### src/verilog/charger_cfg_pkg.sv
`default_nettype none
package charger_cfg_pkg;
	// ----------------------------------------
	// Register map
	// ----------------------------------------
	localparam logic [7:0] ADDR_CHARGE_CURRENT = 8'h05;
	localparam logic [7:0] ADDR_CV_THRESHOLD   = 8'h06;
	localparam logic [7:0] ADDR_HEALTH_SINK    = 8'h07;
	localparam logic [7:0] ADDR_SOFT_RESET     = 8'h08;
	localparam logic [7:0] ADDR_NULL           = 8'hFF;
	localparam logic [7:0] SOFT_RESET_KEY      = 8'h00;
	localparam logic [4:0] CHARGE_CODE_RESET   = 5'h00;
	localparam logic [4:0] CV_CODE_RESET       = 5'h00;
	localparam logic [3:0] SINK_CODE_RESET     = 4'h0;
	localparam logic [7:0] REG_ADDR_RESET      = 8'h00;
	localparam logic [3:0] BITS_PER_BYTE       = 4'h8;
	// Arbitrary bus address
	localparam logic [6:0] DEFAULT_SLAVE_ADDR  = 7'h2A;
	// ----------------------------------------
	// Analog scaling
	// ----------------------------------------
	localparam logic [4:0]  CHG_SAT_CODE = 5'h13;
	localparam logic [10:0] CHG_STEP_MA  = 11'h032;
	localparam logic [10:0] CHG_MAX_MA   = 11'h3E8;
	localparam logic [4:0]  CV_TOP_CODE  = 5'h1F;
	localparam logic [12:0] CV_BASE_MV   = 13'h0BB8;
	localparam logic [12:0] CV_STEP_MV   = 13'h0064;
	localparam logic [12:0] CV_TOP_MV    = 13'h1B58;
	localparam logic [11:0] SINK_STEP_MA = 12'h07D;
	localparam logic [11:0] SINK_MAX_MA  = 12'h7D0;
	// ----------------------------------------
	// Types
	// ----------------------------------------
	typedef enum logic [3:0] {
		IDLE      = 4'h0,
		ADDR      = 4'h1,
		ADDR_ACK  = 4'h3,
		REG       = 4'h2,
		REG_ACK   = 4'h6,
		WDATA     = 4'h7,
		WDATA_ACK = 4'h5,
		RDATA     = 4'h4,
		RDATA_ACK = 4'hC
	} slave_state_e;
	typedef struct packed {
		logic [4:0] chargeCode;
		logic [4:0] cvCode;
		logic [3:0] sinkCode;
	} fuse_defaults_s;
	typedef struct packed {
		logic [7:0] addr;
		logic [7:0] data;
	} write_req_s;
	typedef struct packed {
		logic [4:0]  fastChargeCurrentCode;
		logic [10:0] chargeCurrentMa;
		logic [4:0]  cvVoltageCode;
		logic [12:0] cvMillivolts;
		logic [3:0]  activeSinkCode;
		logic [11:0] sinkCurrentMa;
	} charger_setting_s;
	// ----------------------------------------
	// Scaling functions
	// ----------------------------------------
	function automatic logic [10:0] chargeMa(input logic [4:0] c);
		logic [10:0] steps;
		steps = {6'h00, c} + 11'h001;
		chargeMa = (c >= CHG_SAT_CODE) ? CHG_MAX_MA : 11'(steps * CHG_STEP_MA);
	endfunction
	function automatic logic [12:0] cvMillivolts(input logic [4:0] c);
		cvMillivolts = (c == CV_TOP_CODE) ? CV_TOP_MV
			: 13'(CV_BASE_MV + {8'h00, c} * CV_STEP_MV);
	endfunction
	function automatic logic [11:0] sinkMa(input logic [3:0] c);
		logic [11:0] steps;
		steps = {8'h00, c} + 12'h001;
		sinkMa = 12'(steps * SINK_STEP_MA);
	endfunction
endpackage
`default_nettype wire

### src/verilog/charger_reg_bank.sv
`timescale 1ns/100ps
`default_nettype none
module charger_reg_bank (
	input  wire logic                              clk,
	input  wire logic                              rst_b,
	input  wire logic                              softRst,
	input  wire logic                              wrEn,
	input  wire charger_cfg_pkg::write_req_s       wrReq,
	input  wire logic [7:0]                        rdAddr,
	input  wire charger_cfg_pkg::fuse_defaults_s   fuse,
	input  wire logic                              overrideSel,
	output var  logic [7:0]                        rdData,
	output var  charger_cfg_pkg::charger_setting_s setting
);
	logic [4:0] chargeCode_reg;
	logic [4:0] cvCode_reg;
	logic [3:0] progSink_reg;
	logic       chargeWritten_reg;
	logic       cvWritten_reg;
	logic [4:0] chargeEff;
	logic [4:0] cvEff;
	logic [3:0] activeSink;

	// ----------------------------------------
	// Stored codes
	// ----------------------------------------
	always_ff @(posedge clk or negedge rst_b)
	begin
		if (!rst_b)
		begin
			chargeCode_reg    <= charger_cfg_pkg::CHARGE_CODE_RESET;
			cvCode_reg        <= charger_cfg_pkg::CV_CODE_RESET;
			progSink_reg      <= charger_cfg_pkg::SINK_CODE_RESET;
			chargeWritten_reg <= 1'b0;
			cvWritten_reg     <= 1'b0;
		end
		else if (softRst)
		begin
			chargeCode_reg    <= charger_cfg_pkg::CHARGE_CODE_RESET;
			cvCode_reg        <= charger_cfg_pkg::CV_CODE_RESET;
			progSink_reg      <= charger_cfg_pkg::SINK_CODE_RESET;
			chargeWritten_reg <= 1'b0;
			cvWritten_reg     <= 1'b0;
		end
		else if (wrEn)
		begin
			case (wrReq.addr)
				charger_cfg_pkg::ADDR_CHARGE_CURRENT:
				begin
					chargeCode_reg    <= wrReq.data[4:0];
					chargeWritten_reg <= 1'b1;
				end
				charger_cfg_pkg::ADDR_CV_THRESHOLD:
				begin
					cvCode_reg    <= wrReq.data[4:0];
					cvWritten_reg <= 1'b1;
				end
				charger_cfg_pkg::ADDR_HEALTH_SINK: progSink_reg <= wrReq.data[3:0];
				default: ;
			endcase
		end
	end
	// Fuse values show until software writes the field; the sink field follows overrideSel instead
	assign chargeEff  = chargeWritten_reg ? chargeCode_reg : fuse.chargeCode;
	assign cvEff      = cvWritten_reg ? cvCode_reg : fuse.cvCode;
	assign activeSink = overrideSel ? progSink_reg : fuse.sinkCode;
	// ----------------------------------------
	// Read data and settings
	// ----------------------------------------
	always_ff @(posedge clk or negedge rst_b)
	begin
		if (!rst_b)
			rdData <= 8'h00;
		else
		begin
			case (rdAddr)
				charger_cfg_pkg::ADDR_CHARGE_CURRENT: rdData <= {3'h0, chargeEff};
				charger_cfg_pkg::ADDR_CV_THRESHOLD:   rdData <= {3'h0, cvEff};
				charger_cfg_pkg::ADDR_HEALTH_SINK:    rdData <= {activeSink, progSink_reg};
				default:                              rdData <= 8'h00;
			endcase
		end
	end
	always_ff @(posedge clk or negedge rst_b)
	begin
		if (!rst_b)
			setting <= '0;
		else
		begin
			setting.fastChargeCurrentCode <= chargeEff;
			setting.chargeCurrentMa       <= charger_cfg_pkg::chargeMa(chargeEff);
			setting.cvVoltageCode         <= cvEff;
			setting.cvMillivolts          <= charger_cfg_pkg::cvMillivolts(cvEff);
			setting.activeSinkCode        <= activeSink;
			setting.sinkCurrentMa         <= charger_cfg_pkg::sinkMa(activeSink);
		end
	end
endmodule
`default_nettype wire

### src/verilog/charger_config_regs.sv
`timescale 1ns/100ps
`default_nettype none
module charger_config_regs #(
	parameter logic [6:0] SLAVE_ADDR = charger_cfg_pkg::DEFAULT_SLAVE_ADDR
) (
	input  wire logic                              clk,
	input  wire logic                              rst_b,
	input  wire logic                              sclIn,
	input  wire logic                              sdaIn,
	output var  logic                              sdaOut,
	output var  logic                              sdaOe,
	input  wire logic                              sinkTestEnable,
	input  wire logic                              sinkOverrideSelect,
	input  wire charger_cfg_pkg::fuse_defaults_s   fuse,
	output var  charger_cfg_pkg::charger_setting_s setting,
	output var  logic                              sinkMeasureOn,
	output var  logic                              softResetPulse
);
	if (SLAVE_ADDR[6:3] == 4'h0 || SLAVE_ADDR[6:3] == 4'hF)
		$error("slave address falls in a reserved block");

	charger_cfg_pkg::slave_state_e state_reg;
	charger_cfg_pkg::write_req_s   wrReq_reg;
	logic       sclSync1_reg;
	logic       sclSync2_reg;
	logic       sclPrev_reg;
	logic       sdaSync1_reg;
	logic       sdaSync2_reg;
	logic       sdaPrev_reg;
	logic       sclRise;
	logic       sclFall;
	logic       startSeen;
	logic       stopSeen;
	logic       byteDone;
	logic [3:0] bitCnt_reg;
	logic [7:0] shift_reg;
	logic [7:0] txShift_reg;
	logic [7:0] regAddr_reg;
	logic       readMode_reg;
	logic       masterAck_reg;
	logic       wrEn_reg;
	logic       softRst_reg;
	logic       keyWrite;
	logic [7:0] rdData;

	// ----------------------------------------
	// Pin synchronisers
	// ----------------------------------------
	// Idle bus is high, so the chain resets high to avoid a false start
	always_ff @(posedge clk or negedge rst_b)
	begin
		if (!rst_b)
		begin
			sclSync1_reg <= 1'b1;
			sclSync2_reg <= 1'b1;
			sclPrev_reg  <= 1'b1;
			sdaSync1_reg <= 1'b1;
			sdaSync2_reg <= 1'b1;
			sdaPrev_reg  <= 1'b1;
		end
		else
		begin
			sclSync1_reg <= sclIn;
			sclSync2_reg <= sclSync1_reg;
			sclPrev_reg  <= sclSync2_reg;
			sdaSync1_reg <= sdaIn;
			sdaSync2_reg <= sdaSync1_reg;
			sdaPrev_reg  <= sdaSync2_reg;
		end
	end
	assign sclRise   = sclSync2_reg && !sclPrev_reg;
	assign sclFall   = !sclSync2_reg && sclPrev_reg;
	assign startSeen = sclSync2_reg && sclPrev_reg && !sdaSync2_reg && sdaPrev_reg;
	assign stopSeen  = sclSync2_reg && sclPrev_reg && sdaSync2_reg && !sdaPrev_reg;
	assign byteDone  = bitCnt_reg == charger_cfg_pkg::BITS_PER_BYTE;
	assign keyWrite  = sclFall && state_reg == charger_cfg_pkg::WDATA_ACK
		&& regAddr_reg == charger_cfg_pkg::ADDR_SOFT_RESET
		&& shift_reg == charger_cfg_pkg::SOFT_RESET_KEY;
	// ----------------------------------------
	// Serial protocol engine
	// ----------------------------------------
	always_ff @(posedge clk or negedge rst_b)
	begin
		if (!rst_b)
		begin
			state_reg     <= charger_cfg_pkg::IDLE;
			bitCnt_reg    <= 4'h0;
			shift_reg     <= 8'h00;
			txShift_reg   <= 8'h00;
			regAddr_reg   <= charger_cfg_pkg::REG_ADDR_RESET;
			readMode_reg  <= 1'b0;
			masterAck_reg <= 1'b0;
		end
		else if (softRst_reg)
		begin
			state_reg     <= charger_cfg_pkg::IDLE;
			bitCnt_reg    <= 4'h0;
			shift_reg     <= 8'h00;
			txShift_reg   <= 8'h00;
			regAddr_reg   <= charger_cfg_pkg::REG_ADDR_RESET;
			readMode_reg  <= 1'b0;
			masterAck_reg <= 1'b0;
		end
		else if (startSeen)
		begin
			state_reg  <= charger_cfg_pkg::ADDR;
			bitCnt_reg <= 4'h0;
		end
		else if (stopSeen)
			state_reg <= charger_cfg_pkg::IDLE;
		else if (sclRise)
		begin
			case (state_reg)
				charger_cfg_pkg::ADDR, charger_cfg_pkg::REG,
				charger_cfg_pkg::WDATA, charger_cfg_pkg::RDATA:
				begin
					shift_reg  <= {shift_reg[6:0], sdaSync2_reg};
					bitCnt_reg <= bitCnt_reg + 4'h1;
				end
				charger_cfg_pkg::RDATA_ACK: masterAck_reg <= !sdaSync2_reg;
				default: ;
			endcase
		end
		else if (sclFall)
		begin
			case (state_reg)
				charger_cfg_pkg::ADDR:
				begin
					if (byteDone)
					begin
						bitCnt_reg   <= 4'h0;
						readMode_reg <= shift_reg[0];
						state_reg    <= (shift_reg[7:1] == SLAVE_ADDR)
							? charger_cfg_pkg::ADDR_ACK : charger_cfg_pkg::IDLE;
					end
				end
				charger_cfg_pkg::ADDR_ACK:
				begin
					if (readMode_reg)
					begin
						state_reg   <= charger_cfg_pkg::RDATA;
						txShift_reg <= rdData;
						regAddr_reg <= regAddr_reg + 8'h01;
					end
					else
						state_reg <= charger_cfg_pkg::REG;
				end
				charger_cfg_pkg::REG:
				begin
					if (byteDone)
					begin
						state_reg   <= charger_cfg_pkg::REG_ACK;
						bitCnt_reg  <= 4'h0;
						regAddr_reg <= shift_reg;
					end
				end
				charger_cfg_pkg::REG_ACK: state_reg <= charger_cfg_pkg::WDATA;
				charger_cfg_pkg::WDATA:
				begin
					if (byteDone)
					begin
						state_reg  <= charger_cfg_pkg::WDATA_ACK;
						bitCnt_reg <= 4'h0;
					end
				end
				charger_cfg_pkg::WDATA_ACK:
				begin
					state_reg   <= charger_cfg_pkg::WDATA;
					regAddr_reg <= regAddr_reg + 8'h01;
				end
				charger_cfg_pkg::RDATA:
				begin
					if (byteDone)
					begin
						state_reg  <= charger_cfg_pkg::RDATA_ACK;
						bitCnt_reg <= 4'h0;
					end
					else if (bitCnt_reg != 4'h0)
						txShift_reg <= {txShift_reg[6:0], 1'b0};
				end
				charger_cfg_pkg::RDATA_ACK:
				begin
					if (masterAck_reg)
					begin
						state_reg   <= charger_cfg_pkg::RDATA;
						txShift_reg <= rdData;
						regAddr_reg <= regAddr_reg + 8'h01;
					end
					else
						state_reg <= charger_cfg_pkg::IDLE;
				end
				default: state_reg <= charger_cfg_pkg::IDLE;
			endcase
		end
	end
	// ----------------------------------------
	// Write and soft reset strobes
	// ----------------------------------------
	// Reset lands as the data acknowledge ends, so the host sees its ACK
	always_ff @(posedge clk or negedge rst_b)
	begin
		if (!rst_b)
		begin
			wrEn_reg    <= 1'b0;
			wrReq_reg   <= '0;
			softRst_reg <= 1'b0;
		end
		else
		begin
			softRst_reg <= keyWrite && !softRst_reg;
			wrEn_reg    <= sclFall && state_reg == charger_cfg_pkg::WDATA_ACK
				&& !keyWrite && !softRst_reg;
			wrReq_reg   <= '{addr: regAddr_reg, data: shift_reg};
		end
	end
	// ----------------------------------------
	// Pin and status outputs
	// ----------------------------------------
	always_ff @(posedge clk or negedge rst_b)
	begin
		if (!rst_b)
		begin
			sdaOut <= 1'b0;
			sdaOe  <= 1'b0;
		end
		else
		begin
			sdaOut <= 1'b0;
			sdaOe  <= !softRst_reg && (state_reg == charger_cfg_pkg::ADDR_ACK
				|| state_reg == charger_cfg_pkg::REG_ACK
				|| state_reg == charger_cfg_pkg::WDATA_ACK
				|| (state_reg == charger_cfg_pkg::RDATA && !txShift_reg[7]));
		end
	end
	always_ff @(posedge clk or negedge rst_b)
	begin
		if (!rst_b)
		begin
			sinkMeasureOn  <= 1'b0;
			softResetPulse <= 1'b0;
		end
		else
		begin
			sinkMeasureOn  <= sinkTestEnable && !softRst_reg;
			softResetPulse <= softRst_reg;
		end
	end
	charger_reg_bank charger_reg_bank_inst (
		.clk         (clk),
		.rst_b       (rst_b),
		.softRst     (softRst_reg),
		.wrEn        (wrEn_reg),
		.wrReq       (wrReq_reg),
		.rdAddr      (regAddr_reg),
		.fuse        (fuse),
		.overrideSel (sinkOverrideSelect),
		.rdData      (rdData),
		.setting     (setting)
	);
endmodule
`default_nettype wire

### config.mk
export PLATFORM = sky130hd
export DESIGN_NAME = charger_config_regs
export DESIGN_NICKNAME = d
export VERILOG_FILES = /design/src/verilog/charger_cfg_pkg.sv /design/src/verilog/charger_reg_bank.sv /design/src/verilog/charger_config_regs.sv
export SDC_FILE = /design/constraint.sdc
export NUM_CORES = 1
export LEC_CHECK = 0
export ABC_AREA = 0
export BUFFER_PORTS_ARGS = -buffer_cell sky130_fd_sc_hd__clkbuf_2
export CORE_ASPECT_RATIO = 0.9
export CORE_MARGIN = 5
export CORE_UTILIZATION = 30
export DETAILED_ROUTE_END_ITERATION = 8
export PLACE_DENSITY = 0.58
export SYNTH_ARGS = -nofsm -noshare
export SYNTH_HDL_FRONTEND = slang
export SYNTH_SLANG_ARGS = --single-unit
### constraint.sdc
create_clock -name clk -period 4.85 [get_ports clk]
set_input_delay 0.7275 -clock clk [delete_from_list [all_inputs] [get_ports clk]]
set_output_delay 0.7275 -clock clk [all_outputs]
set_load 0.01 [all_outputs]
==> impl_metrics.env, run 1 <==
export IMPL_peakVddDrop_uv=187.3
export IMPL_hold_end="sdaSync2_reg"
export IMPL_areaGrowthSynthToFinish_pct=19.28
export IMPL_critPathSlowestCell="fa_1"
export IMPL_critPathMaxStageDelay_ns=0.54
export IMPL_fp_coreArea_um2=23210
export IMPL_vias=4830
export IMPL_pin_count=74
export IMPL_htree_num_levels=4
export IMPL_cp_start_kind="primary input"
export IMPL_final_cells=1027
export IMPL_wire_per_inst_um=15.15
export IMPL_finalPower_mw=3.339
export IMPL_synth_ff_type="dfrtp_1"
export IMPL_synthTopCellsByArea="dfrtp_1 (44%), ha_1 (12%), mux2i_1 (5.4%), fa_1 (3.4%), xnor2_1 (2.9%)"
export IMPL_fin_setup_tns_ns=0
export IMPL_cpLargestDelayFamily="adder cells"
export IMPL_cts_tree="done"
export IMPL_finClkSkew_ns=0.009247
export IMPL_ys_ff_latch=129
export IMPL_cap_violations=0
export IMPL_rows=53
export IMPL_syn_avg_cell_area_um2=11.12
export IMPL_rr_worst_depth=15
export IMPL_gp_routability_congestion=0.7970
export IMPL_hpwlAfterDp_um=11380
export IMPL_ys_seq_area_frac=0.4596
export IMPL_drc_errors=0
export IMPL_preCtsSetupSlack_ns=0.2418
export IMPL_synth_enable_flop_cells=0
export IMPL_grt_overflow=0
export IMPL_ys_warnings_count=0
export IMPL_crit_chain="clkbuf_2, mux2i_1, inv_1, ha_1, xnor2_1, inv_1, fa_1, inv_1, fa_1, fa_1, ha_1, nand2_1, o21ai_0, nand2_1, a21oi_1, xnor2_1"
export IMPL_fillers=2321
export IMPL_hold_depth=0
export IMPL_dp_cells=995
export IMPL_setup_viol=0
export IMPL_drt_pass1_iter_count=4
export IMPL_grt_max_degree=97
export IMPL_min_from="sdaSync1_reg"
export IMPL_hold_viol_final=0
export IMPL_layout_setup_ws_ns=0.6500
export IMPL_worst_pin_slew_ns=0.9195
export IMPL_p_leak_nw=4.156
export IMPL_nNetsFinal=812
export IMPL_switching_share=0.2761
export IMPL_cts_setup_buffers=0
export IMPL_postSynth_asyncResetShare=1.000
export IMPL_path_max_fanout=4
export IMPL_p_per_area_nw_per_um2=397.6
export IMPL_clk_pin_slew_worst_paths_ns=0.06
export IMPL_grt_pass1_vias=4981
export IMPL_grt_pass1_wl_um=26480
export IMPL_seq_power_share=0.396
export IMPL_cp_end_kind="register"
export IMPL_antennaDiodeCount=0
export IMPL_cp_arrival_ns=4.54
export IMPL_fmax_mhz=238.1
export IMPL_synth_area_um2=7041
export IMPL_power_share_clock=0.421
export IMPL_required_ns=5.19
export IMPL_wl_um=15560
export IMPL_status="finished, final reports clean"
export IMPL_drv_slew=0
export IMPL_rrSetupSlack_ns=0.78
export IMPL_crit_type="primary input to register"
export IMPL_die_x_um=171.5
export IMPL_synth_cell_types=66
export IMPL_hold_path_class="register to register"
export IMPL_place_area_um2=7752
export IMPL_postCtsHoldBufs=0
export IMPL_layout_drive_gt1_share=0.1848
export IMPL_antenna_found_initial=0
export IMPL_start_util=0.3033
export IMPL_rsz0062_at_grt="false"
export IMPL_r2r_end="charger_reg_bank_inst.setting[11]"
export IMPL_first_iter_violations=304
export IMPL_grt_util_all_layers=0.1251
export IMPL_p_switching_mw=0.9220
export IMPL_p_int_mw=2.417
export IMPL_reg2reg_from="charger_reg_bank_inst.progSink_reg[1]"
export IMPL_cts_root_buf="clkbuf_16"
export IMPL_numCtsBuffers=17
export IMPL_fin_crit_ns=4.200
export IMPL_pwr_share_comb=0.183
export IMPL_port_buffers=69
export IMPL_yosysTopAreaCell="dfrtp_1"
export IMPL_ant_nets=0
export IMPL_clock_latency_ns=0.41
export IMPL_cts_buffer_depth=2
export IMPL_cts_sinks=129
export IMPL_min_period_over_period=0.8660
export IMPL_hold_slack_ns=0.3548
export IMPL_largest_reg_flops=47
export IMPL_syn_inst=633
export IMPL_yosys_area_top_type_share=0.4372
export IMPL_avgViaCountPerCell=4.703
export IMPL_maxSlewHeadroom=0.3870
export IMPL_ctsResizeCount=0
export IMPL_finish_instance_area_um2=8398
export IMPL_seq_area_um2=3236
export IMPL_multiInputGateArea_um2=3517
export IMPL_cp_num_buf_inv=4
export IMPL_die_height_um=155.3
export IMPL_die_area_um2=26640
export IMPL_final_util=0.3618
-- layer usage --
metal | track usage | vias up | share of wire
li1 | - | 2368 | -
met2 | 0.1894 | 86 | 0.45
met1 | 0.1787 | 2368 | 0.51
met5 | 0 | - | 0
met3 | 0.03100 | 8 | 0.035
met4 | 0.03320 | 0 | 0.0078
-- area by class of cell --
cell class                 count  share of cell area
inverter                      54             0.02414
sequential                   129              0.3853
tap                          302             0.04499
timing repair buffer          78             0.04991
clock buffer                  22             0.05527
clock inverter                10             0.02160
multi-input combinational    432              0.4188
-- kinds of logic after synthesis --
group	after synthesis	synth area share
buffers and inverters	75	0.04425
muxes	46	0.06682
AOI/OAI and AO/OA	103	0.1045
adders and majority gates	80	0.1550
other	1	0.0005326
and+or+nand+nor	169	0.1301
DFF	129	0.4596
xor gates and xnor gates	30	0.03927
-- power groups by stage --
stage	Sequential, mW	Clock (mW)	Combinational (mW)
2_1_floorplan	1.34	0	0.388
3_3_place_gp	1.34	0	0.610
3_5_place_dp	1.34	0	0.618
4_1_cts	1.32	1.44	0.623
5_1_grt	1.34	1.49	0.696
6_report	1.32	1.41	0.610
-- worst max path at each step --
stage,startpoint,to,slack [ns],depth (start not counted)
2_1_floorplan,sinkOverrideSelect,charger_reg_bank_inst.setting[11],0.02,16
3_3_place_gp,sinkOverrideSelect,charger_reg_bank_inst.setting[11],0.28,16
3_5_place_dp,sinkOverrideSelect,charger_reg_bank_inst.setting[11],0.24,16
4_1_cts,sinkOverrideSelect,charger_reg_bank_inst.setting[11],0.67,16
5_1_grt,sinkOverrideSelect,charger_reg_bank_inst.setting[11],0.38,14
6_report,sinkOverrideSelect,charger_reg_bank_inst.setting[11],0.65,16
-- cells in the mapped netlist (7+ instances only) --
master / number
a21oi_1: 26
a22o_1: 7
and2_1: 7
and3_1: 8
clkbuf_1: 9
dfrtp_1: 123
fa_1: 12
ha_1: 68
inv_1: 53
mux2_2: 8
mux2i_1: 38
nand2_1: 30
nand2b_1: 9
nand3_1: 17
nor2_1: 46
nor2b_1: 9
nor3_1: 9
o21ai_0: 16
o31ai_1: 11
xnor2_1: 23
-- cell usage in the layout, fill, tap and decap left out, types with 5 or more instances in the layout --
master	instances
dfrtp_1	123
ha_1	68
clkbuf_2	68
inv_1	53
nor2_1	46
mux2i_1	37
nand2_1	30
a21oi_1	26
xnor2_1	23
nand3_1	17
clkbuf_16	17
o21ai_0	16
fa_1	12
o31ai_1	11
nor3_1	9
nor2b_1	9
nand2b_1	9
buf_4	9
and3_1	8
mux2_2	8
and2_1	7
a22o_1	7
xor2_1	6
dfstp_2	6
a21o_1	5
o221ai_1	5
bufinv_16	5
Note: power is estimated with default switching activity, not from simulation.
==> run 2: changes to the inputs <==
--- a/config.mk
+++ b/config.mk
@@ -11,7 +11,6 @@
 export CORE_MARGIN = 5
 export CORE_UTILIZATION = 30
 export DETAILED_ROUTE_END_ITERATION = 8
-export PLACE_DENSITY = 0.58
 export SYNTH_ARGS = -nofsm -noshare
 export SYNTH_HDL_FRONTEND = slang
 export SYNTH_SLANG_ARGS = --single-unit
==> run 2 against run 1 <==
Highest routed layer unchanged; sequential power about the same; critical endpoint unchanged; largest power group unchanged; setup slack better by 0.061 ns; combinational power about the same; wire length is 0.86% lower; clock power about the same; total power is essentially flat; critical path depth stayed put; critical path type unchanged; hold slack barely moved.
==> impl_metrics.env, run 2 (synthesis results as in run 1) <==
export IMPL_crit_type="primary input to register"
export IMPL_pwr_share_comb=0.183
export IMPL_p_leak_nw=4.149
export IMPL_power_share_clock=0.420
export IMPL_fillers=2305
export IMPL_gp_routability_congestion=0.8230
export IMPL_status="finished, final reports clean"
export IMPL_finClkSkew_ns=0.01048
export IMPL_seq_power_share=0.397
export IMPL_critPathMaxStageDelay_ns=0.55
export IMPL_final_common_cell="dfrtp_1"
export IMPL_final_util=0.3617
export IMPL_fp_coreArea_um2=23210
export IMPL_cts_sinks=129
export IMPL_wl_um=15430
export IMPL_postCtsHoldBufs=0
export IMPL_min_period_over_period=0.8534
export IMPL_ctsResizeCount=0
export IMPL_port_buffers=69
export IMPL_fin_setup_tns_ns=0
export IMPL_pin_count=74
export IMPL_cts_tree="done"
export IMPL_finalPower_mw=3.342
export IMPL_hold_viol_final=0
export IMPL_htree_num_levels=4
export IMPL_place_area_um2=7745
export IMPL_gr_usage_met2=0.1759
export IMPL_grt_max_degree=98
export IMPL_layout_drive_gt1_share=0.1851
export IMPL_cp_start_kind="primary input"
export IMPL_final_cell_mix="dfrtp_1 (123), ha_1 (68), clkbuf_2 (68), inv_1 (53), nor2_1 (46)"
export IMPL_rows=53
export IMPL_drc_errors=0
export IMPL_cts_buffer_depth=2
export IMPL_switching_share=0.2793
export IMPL_worst_pin_slew_ns=0.8908
export IMPL_p_switching_mw=0.9336
export IMPL_use_met3=0.03303
export IMPL_first_iter_violations=325
export IMPL_areaGrowthSynthToFinish_pct=19.25
export IMPL_critPathSlowestCell="fa_1"
export IMPL_grt_use_met1=0.1815
export IMPL_fin_crit_ns=4.139
export IMPL_cts_root_buf="clkbuf_16"
export IMPL_cts_setup_buffers=0
export IMPL_drv_slew=0
export IMPL_hold_slack_ns=0.3549
export IMPL_required_ns=5.20
export IMPL_hpwlAfterDp_um=11360
export IMPL_die_area_um2=26640
export IMPL_die_height_um=155.3
export IMPL_path_max_fanout=4
export IMPL_cp_arrival_ns=4.49
export IMPL_p_int_mw=2.409
export IMPL_peakVddDrop_uv=209.2
export IMPL_crit_chain="clkbuf_2, mux2i_1, inv_1, ha_1, xnor2_1, inv_1, fa_1, inv_1, fa_1, fa_1, ha_1, nand2_1, o21ai_0, nand2_1, a21oi_1, xnor2_1"
export IMPL_numCtsBuffers=17
export IMPL_clock_latency_ns=0.42
export IMPL_grt_pass1_wl_um=26040
export IMPL_antennaDiodeCount=0
export IMPL_setup_viol=0
export IMPL_final_cells=1026
export IMPL_preCtsSetupSlack_ns=0.2787
export IMPL_largest_reg_flops=47
export IMPL_avgViaCountPerCell=4.731
export IMPL_antenna_found_initial=0
export IMPL_clk_pin_slew_worst_paths_ns=0.06
export IMPL_cp_num_buf_inv=4
export IMPL_cpLargestDelayFamily="adder cells"
export IMPL_grt_util_all_layers=0.1228
export IMPL_maxSlewHeadroom=0.4062
export IMPL_dp_cells=994
export IMPL_die_x_um=171.5
export IMPL_wire_per_inst_um=15.04
export IMPL_finish_instance_area_um2=8396
export IMPL_vias=4854
export IMPL_busiest_layer="met1"
export IMPL_grt_overflow=0
export IMPL_rsz0062_at_grt="false"
export IMPL_start_util=0.3033
export IMPL_p_per_area_nw_per_um2=398.1
export IMPL_drt_pass1_iter_count=4
export IMPL_fmax_mhz=241.6
export IMPL_hold_path_class="register to register"
export IMPL_nNetsFinal=811
export IMPL_ant_nets=0
export IMPL_cap_violations=0
export IMPL_grt_pass1_vias=4859
export IMPL_cp_end_kind="register"
export IMPL_layout_setup_ws_ns=0.7108
## run 2: cell count changes in the layout (fill, tap and decap cells not counted)
cell | before | now
clkinv_2 | 3 | 1
clkbuf_1 | 3 | 2
clkbuf_8 | 2 | 5
clkinvlp_4 | 1 | 2
bufinv_16 | 5 | 4
buf_4 | 9 | 8
## run 2: routing by layer
| layer | wire (um) | part of all wire |
|---|---|---|
| met1 | 7820 | 0.51 |
| met4 | 181 | 0.012 |
| met2 | 6715 | 0.44 |
| met3 | 711 | 0.046 |
| met5 | 0 | 0 |
## run 2: cell type report
type | count | area, um2 | share of cell area
flip-flops and latches | 129 | 3236 | 0.3854
multi-input cells | 432 | 3517 | 0.4189
clock inverters | 8 | 148.9 | 0.01773
inverters | 54 | 202.7 | 0.02414
repair buffers | 77 | 411.6 | 0.04903
clock buffers | 24 | 501.7 | 0.05976
well taps | 302 | 377.9 | 0.04501
## run 2: power groups by stage
| stage | sequential, mW | combinational [mW] | clock [mW] |
|---|---|---|---|
| detailed placement | 1.35 | 0.616 | 0 |
| global placement | 1.34 | 0.608 | 0 |
| CTS | 1.33 | 0.622 | 1.44 |
| finish | 1.33 | 0.610 | 1.40 |
| global route | 1.34 | 0.700 | 1.49 |
| floorplan | 1.34 | 0.388 | 0 |
## run 2: final timing paths
check                                                      startpoint                                  end  slack, ns  cells past startpoint
worst max register to register  charger_reg_bank_inst.progSink_reg[1]    charger_reg_bank_inst.setting[11]       0.85                     15
min in group asynchronous                                       rst_b    charger_reg_bank_inst.setting[40]       0.37                      1
worst min-delay path                                     sdaSync1_reg                         sdaSync2_reg       0.35                      0
worst max-delay path                               sinkOverrideSelect    charger_reg_bank_inst.setting[11]       0.71                     16
worst min register to register                           sdaSync1_reg                         sdaSync2_reg       0.35                      0
max in group asynchronous                                       rst_b  charger_reg_bank_inst.cvCode_reg[1]       3.46                      2
## run 2: worst register-to-register path: cells and delay by family, from the launching register on
kind                       cells  cell delay (ns)
xor gates and xnor gates       2             0.33
AOI/OAI and AO/OA              2             0.41
and+or+nand+nor                2             0.15
muxes                          1             0.23
adders and majority gates      5             2.06
DFF                            1             0.41
buffers and inverters          3             0.33
==> run 3: changes to the inputs <==
--- a/config.mk
+++ b/config.mk
@@ -11,6 +11,7 @@
 export CORE_MARGIN = 5
 export CORE_UTILIZATION = 30
 export DETAILED_ROUTE_END_ITERATION = 8
+export RECOVER_POWER = 50
 export SYNTH_ARGS = -nofsm -noshare
 export SYNTH_HDL_FRONTEND = slang
 export SYNTH_SLANG_ARGS = --single-unit
==> run 3 against run 2 <==
The flow now finishes with violations (max-capacitance violations, max-slew violations); total power hardly changed; via count grew 0.33%; sequential power about the same; hold slack improved by 0.0054 ns; setup slack got worse by 0.20 ns; core utilization shrank 0.11 points; first-iteration DRC count is 0.31% lower; highest routed layer unchanged.
==> impl_metrics.env, run 3 (synthesis results as in run 1) <==
export IMPL_clk_pin_slew_worst_paths_ns=0.06
export IMPL_clock_latency_ns=0.42
export IMPL_min_period_over_period=0.8956
export IMPL_fp_coreArea_um2=23210
export IMPL_final_common_cell="dfrtp_1"
export IMPL_busiest_layer="met1"
export IMPL_grt_pass1_vias=4859
export IMPL_drt_pass1_iter_count=4
export IMPL_critPathSlowestCell="fa_1"
export IMPL_fmax_mhz=230.2
export IMPL_violations="max-capacitance violations, max-slew violations"
export IMPL_hold_path_class="register to register"
export IMPL_vias=4870
export IMPL_final_cell_mix="dfrtp_1 (123), ha_1 (68), clkbuf_2 (68), inv_1 (53), nor2_1 (46)"
export IMPL_ant_nets=0
export IMPL_fin_crit_ns=4.343
export IMPL_finish_instance_area_um2=8369
export IMPL_grt_pass1_wl_um=26040
export IMPL_worst_pin_slew_ns=2.394
export IMPL_cts_setup_buffers=0
export IMPL_rows=53
export IMPL_postCtsHoldBufs=0
export IMPL_grt_use_met1=0.1815
export IMPL_pin_count=74
export IMPL_hold_viol_final=0
export IMPL_areaGrowthSynthToFinish_pct=18.87
export IMPL_required_ns=5.20
export IMPL_cts_buffer_depth=2
export IMPL_nNetsFinal=811
export IMPL_cap_violations=3
export IMPL_die_area_um2=26640
export IMPL_gr_usage_met2=0.1759
export IMPL_layout_drive_gt1_share=0.1727
export IMPL_preCtsSetupSlack_ns=0.2787
export IMPL_start_util=0.3033
export IMPL_avgViaCountPerCell=4.747
export IMPL_rsz0062_at_grt="false"
export IMPL_htree_num_levels=4
export IMPL_first_iter_violations=324
export IMPL_p_leak_nw=4.125
export IMPL_peakVddDrop_uv=210.8
export IMPL_cp_end_kind="register"
export IMPL_gp_routability_congestion=0.8230
export IMPL_cts_root_buf="clkbuf_16"
export IMPL_antenna_found_initial=0
export IMPL_grt_util_all_layers=0.1228
export IMPL_cp_arrival_ns=4.69
export IMPL_crit_type="primary input to register"
export IMPL_setup_viol=0
export IMPL_wire_per_inst_um=15.10
export IMPL_maxSlewHeadroom=-0.5959
export IMPL_die_x_um=171.5
export IMPL_cp_start_kind="primary input"
export IMPL_numCtsBuffers=17
export IMPL_largest_reg_flops=47
export IMPL_cts_sinks=129
export IMPL_port_buffers=69
export IMPL_antennaDiodeCount=0
export IMPL_drv_slew=170
export IMPL_layout_setup_ws_ns=0.5065
export IMPL_die_height_um=155.3
export IMPL_place_area_um2=7745
export IMPL_finClkSkew_ns=0.01291
export IMPL_drc_errors=0
export IMPL_status="finished with violations"
export IMPL_crit_chain="clkbuf_1, mux2i_4, clkbuf_1, nor3_1, xnor2_1, fa_1, inv_1, fa_1, fa_1, ha_1, nand2_1, o21ai_0, nand2_1, a21oi_1, xnor2_1"
export IMPL_path_max_fanout=6
export IMPL_fin_setup_tns_ns=0
export IMPL_wl_um=15490
export IMPL_use_met3=0.03303
export IMPL_cts_tree="done"
export IMPL_grt_overflow=0
export IMPL_crit_path_frequent_cell="fa_1"
export IMPL_critPathMaxStageDelay_ns=0.50
export IMPL_hpwlAfterDp_um=11360
export IMPL_p_per_area_nw_per_um2=399.2
export IMPL_grt_max_degree=98
export IMPL_final_util=0.3606
export IMPL_ctsResizeCount=0
==> run 3: cell type report <==
| type | instances | area (um2) |
|---|---|---|
| fill | 2312 | 14840 |
| clock buffer | 24 | 501.7 |
| clock inverter | 8 | 148.9 |
| inverter | 54 | 202.7 |
| timing repair buffer | 77 | 385.4 |
| sequential | 129 | 3236 |
| tap | 302 | 377.9 |
| multi-input combinational | 432 | 3517 |
==> run 3: power breakdown <==
group	leakage (nW)	total, mW	switching (mW)	internal, mW
Combinational	2.16	0.608	0.342	0.266
Sequential	1.66	1.33	0.116	1.21
Clock	0.313	1.41	0.476	0.929
Total	4.12	3.34	0.935	2.41
==> run 3: final timing paths <==
check / depth (start not counted) / start / slack (ns) / to
min in group asynchronous: 1 / rst_b / 0.99 / charger_reg_bank_inst.setting[30]
max in group asynchronous: 2 / rst_b / 1.21 / charger_reg_bank_inst.cvCode_reg[2]
setup / recovery: 15 / sinkOverrideSelect / 0.51 / charger_reg_bank_inst.setting[11]
hold / removal: 0 / sdaSync1_reg / 0.36 / sdaSync2_reg
setup reg to reg: 14 / charger_reg_bank_inst.progSink_reg[0] / 0.80 / charger_reg_bank_inst.setting[11]
hold reg to reg: 0 / sdaSync1_reg / 0.36 / sdaSync2_reg
==> run 3: stage by stage <==
step,hold WS (ns),total power [mW],cells
2_1_floorplan,0.3452,1.726,636
3_3_place_gp,0.3466,1.952,994
3_5_place_dp,0.3470,1.961,994
4_1_cts,0.3558,3.393,1026
5_1_grt,0.3626,3.534,1026
6_report,0.3603,3.341,1026
==> run 3: worst max-delay path, delay by kind of cell <==
kind	cells	cell delay, ns
compound gates	2	0.41
buf+inv	3	0.77
simple gates	3	0.30
fa+ha+maj	4	1.76
mux	1	0.31
xor+xnor	2	0.41
==> run 3: layer usage <==
metal,wire length (um),vias to the layer above
met5,0,-
li1,-,2364
met4,146,0
met3,737,13
met1,7814,2380
met2,6794,113
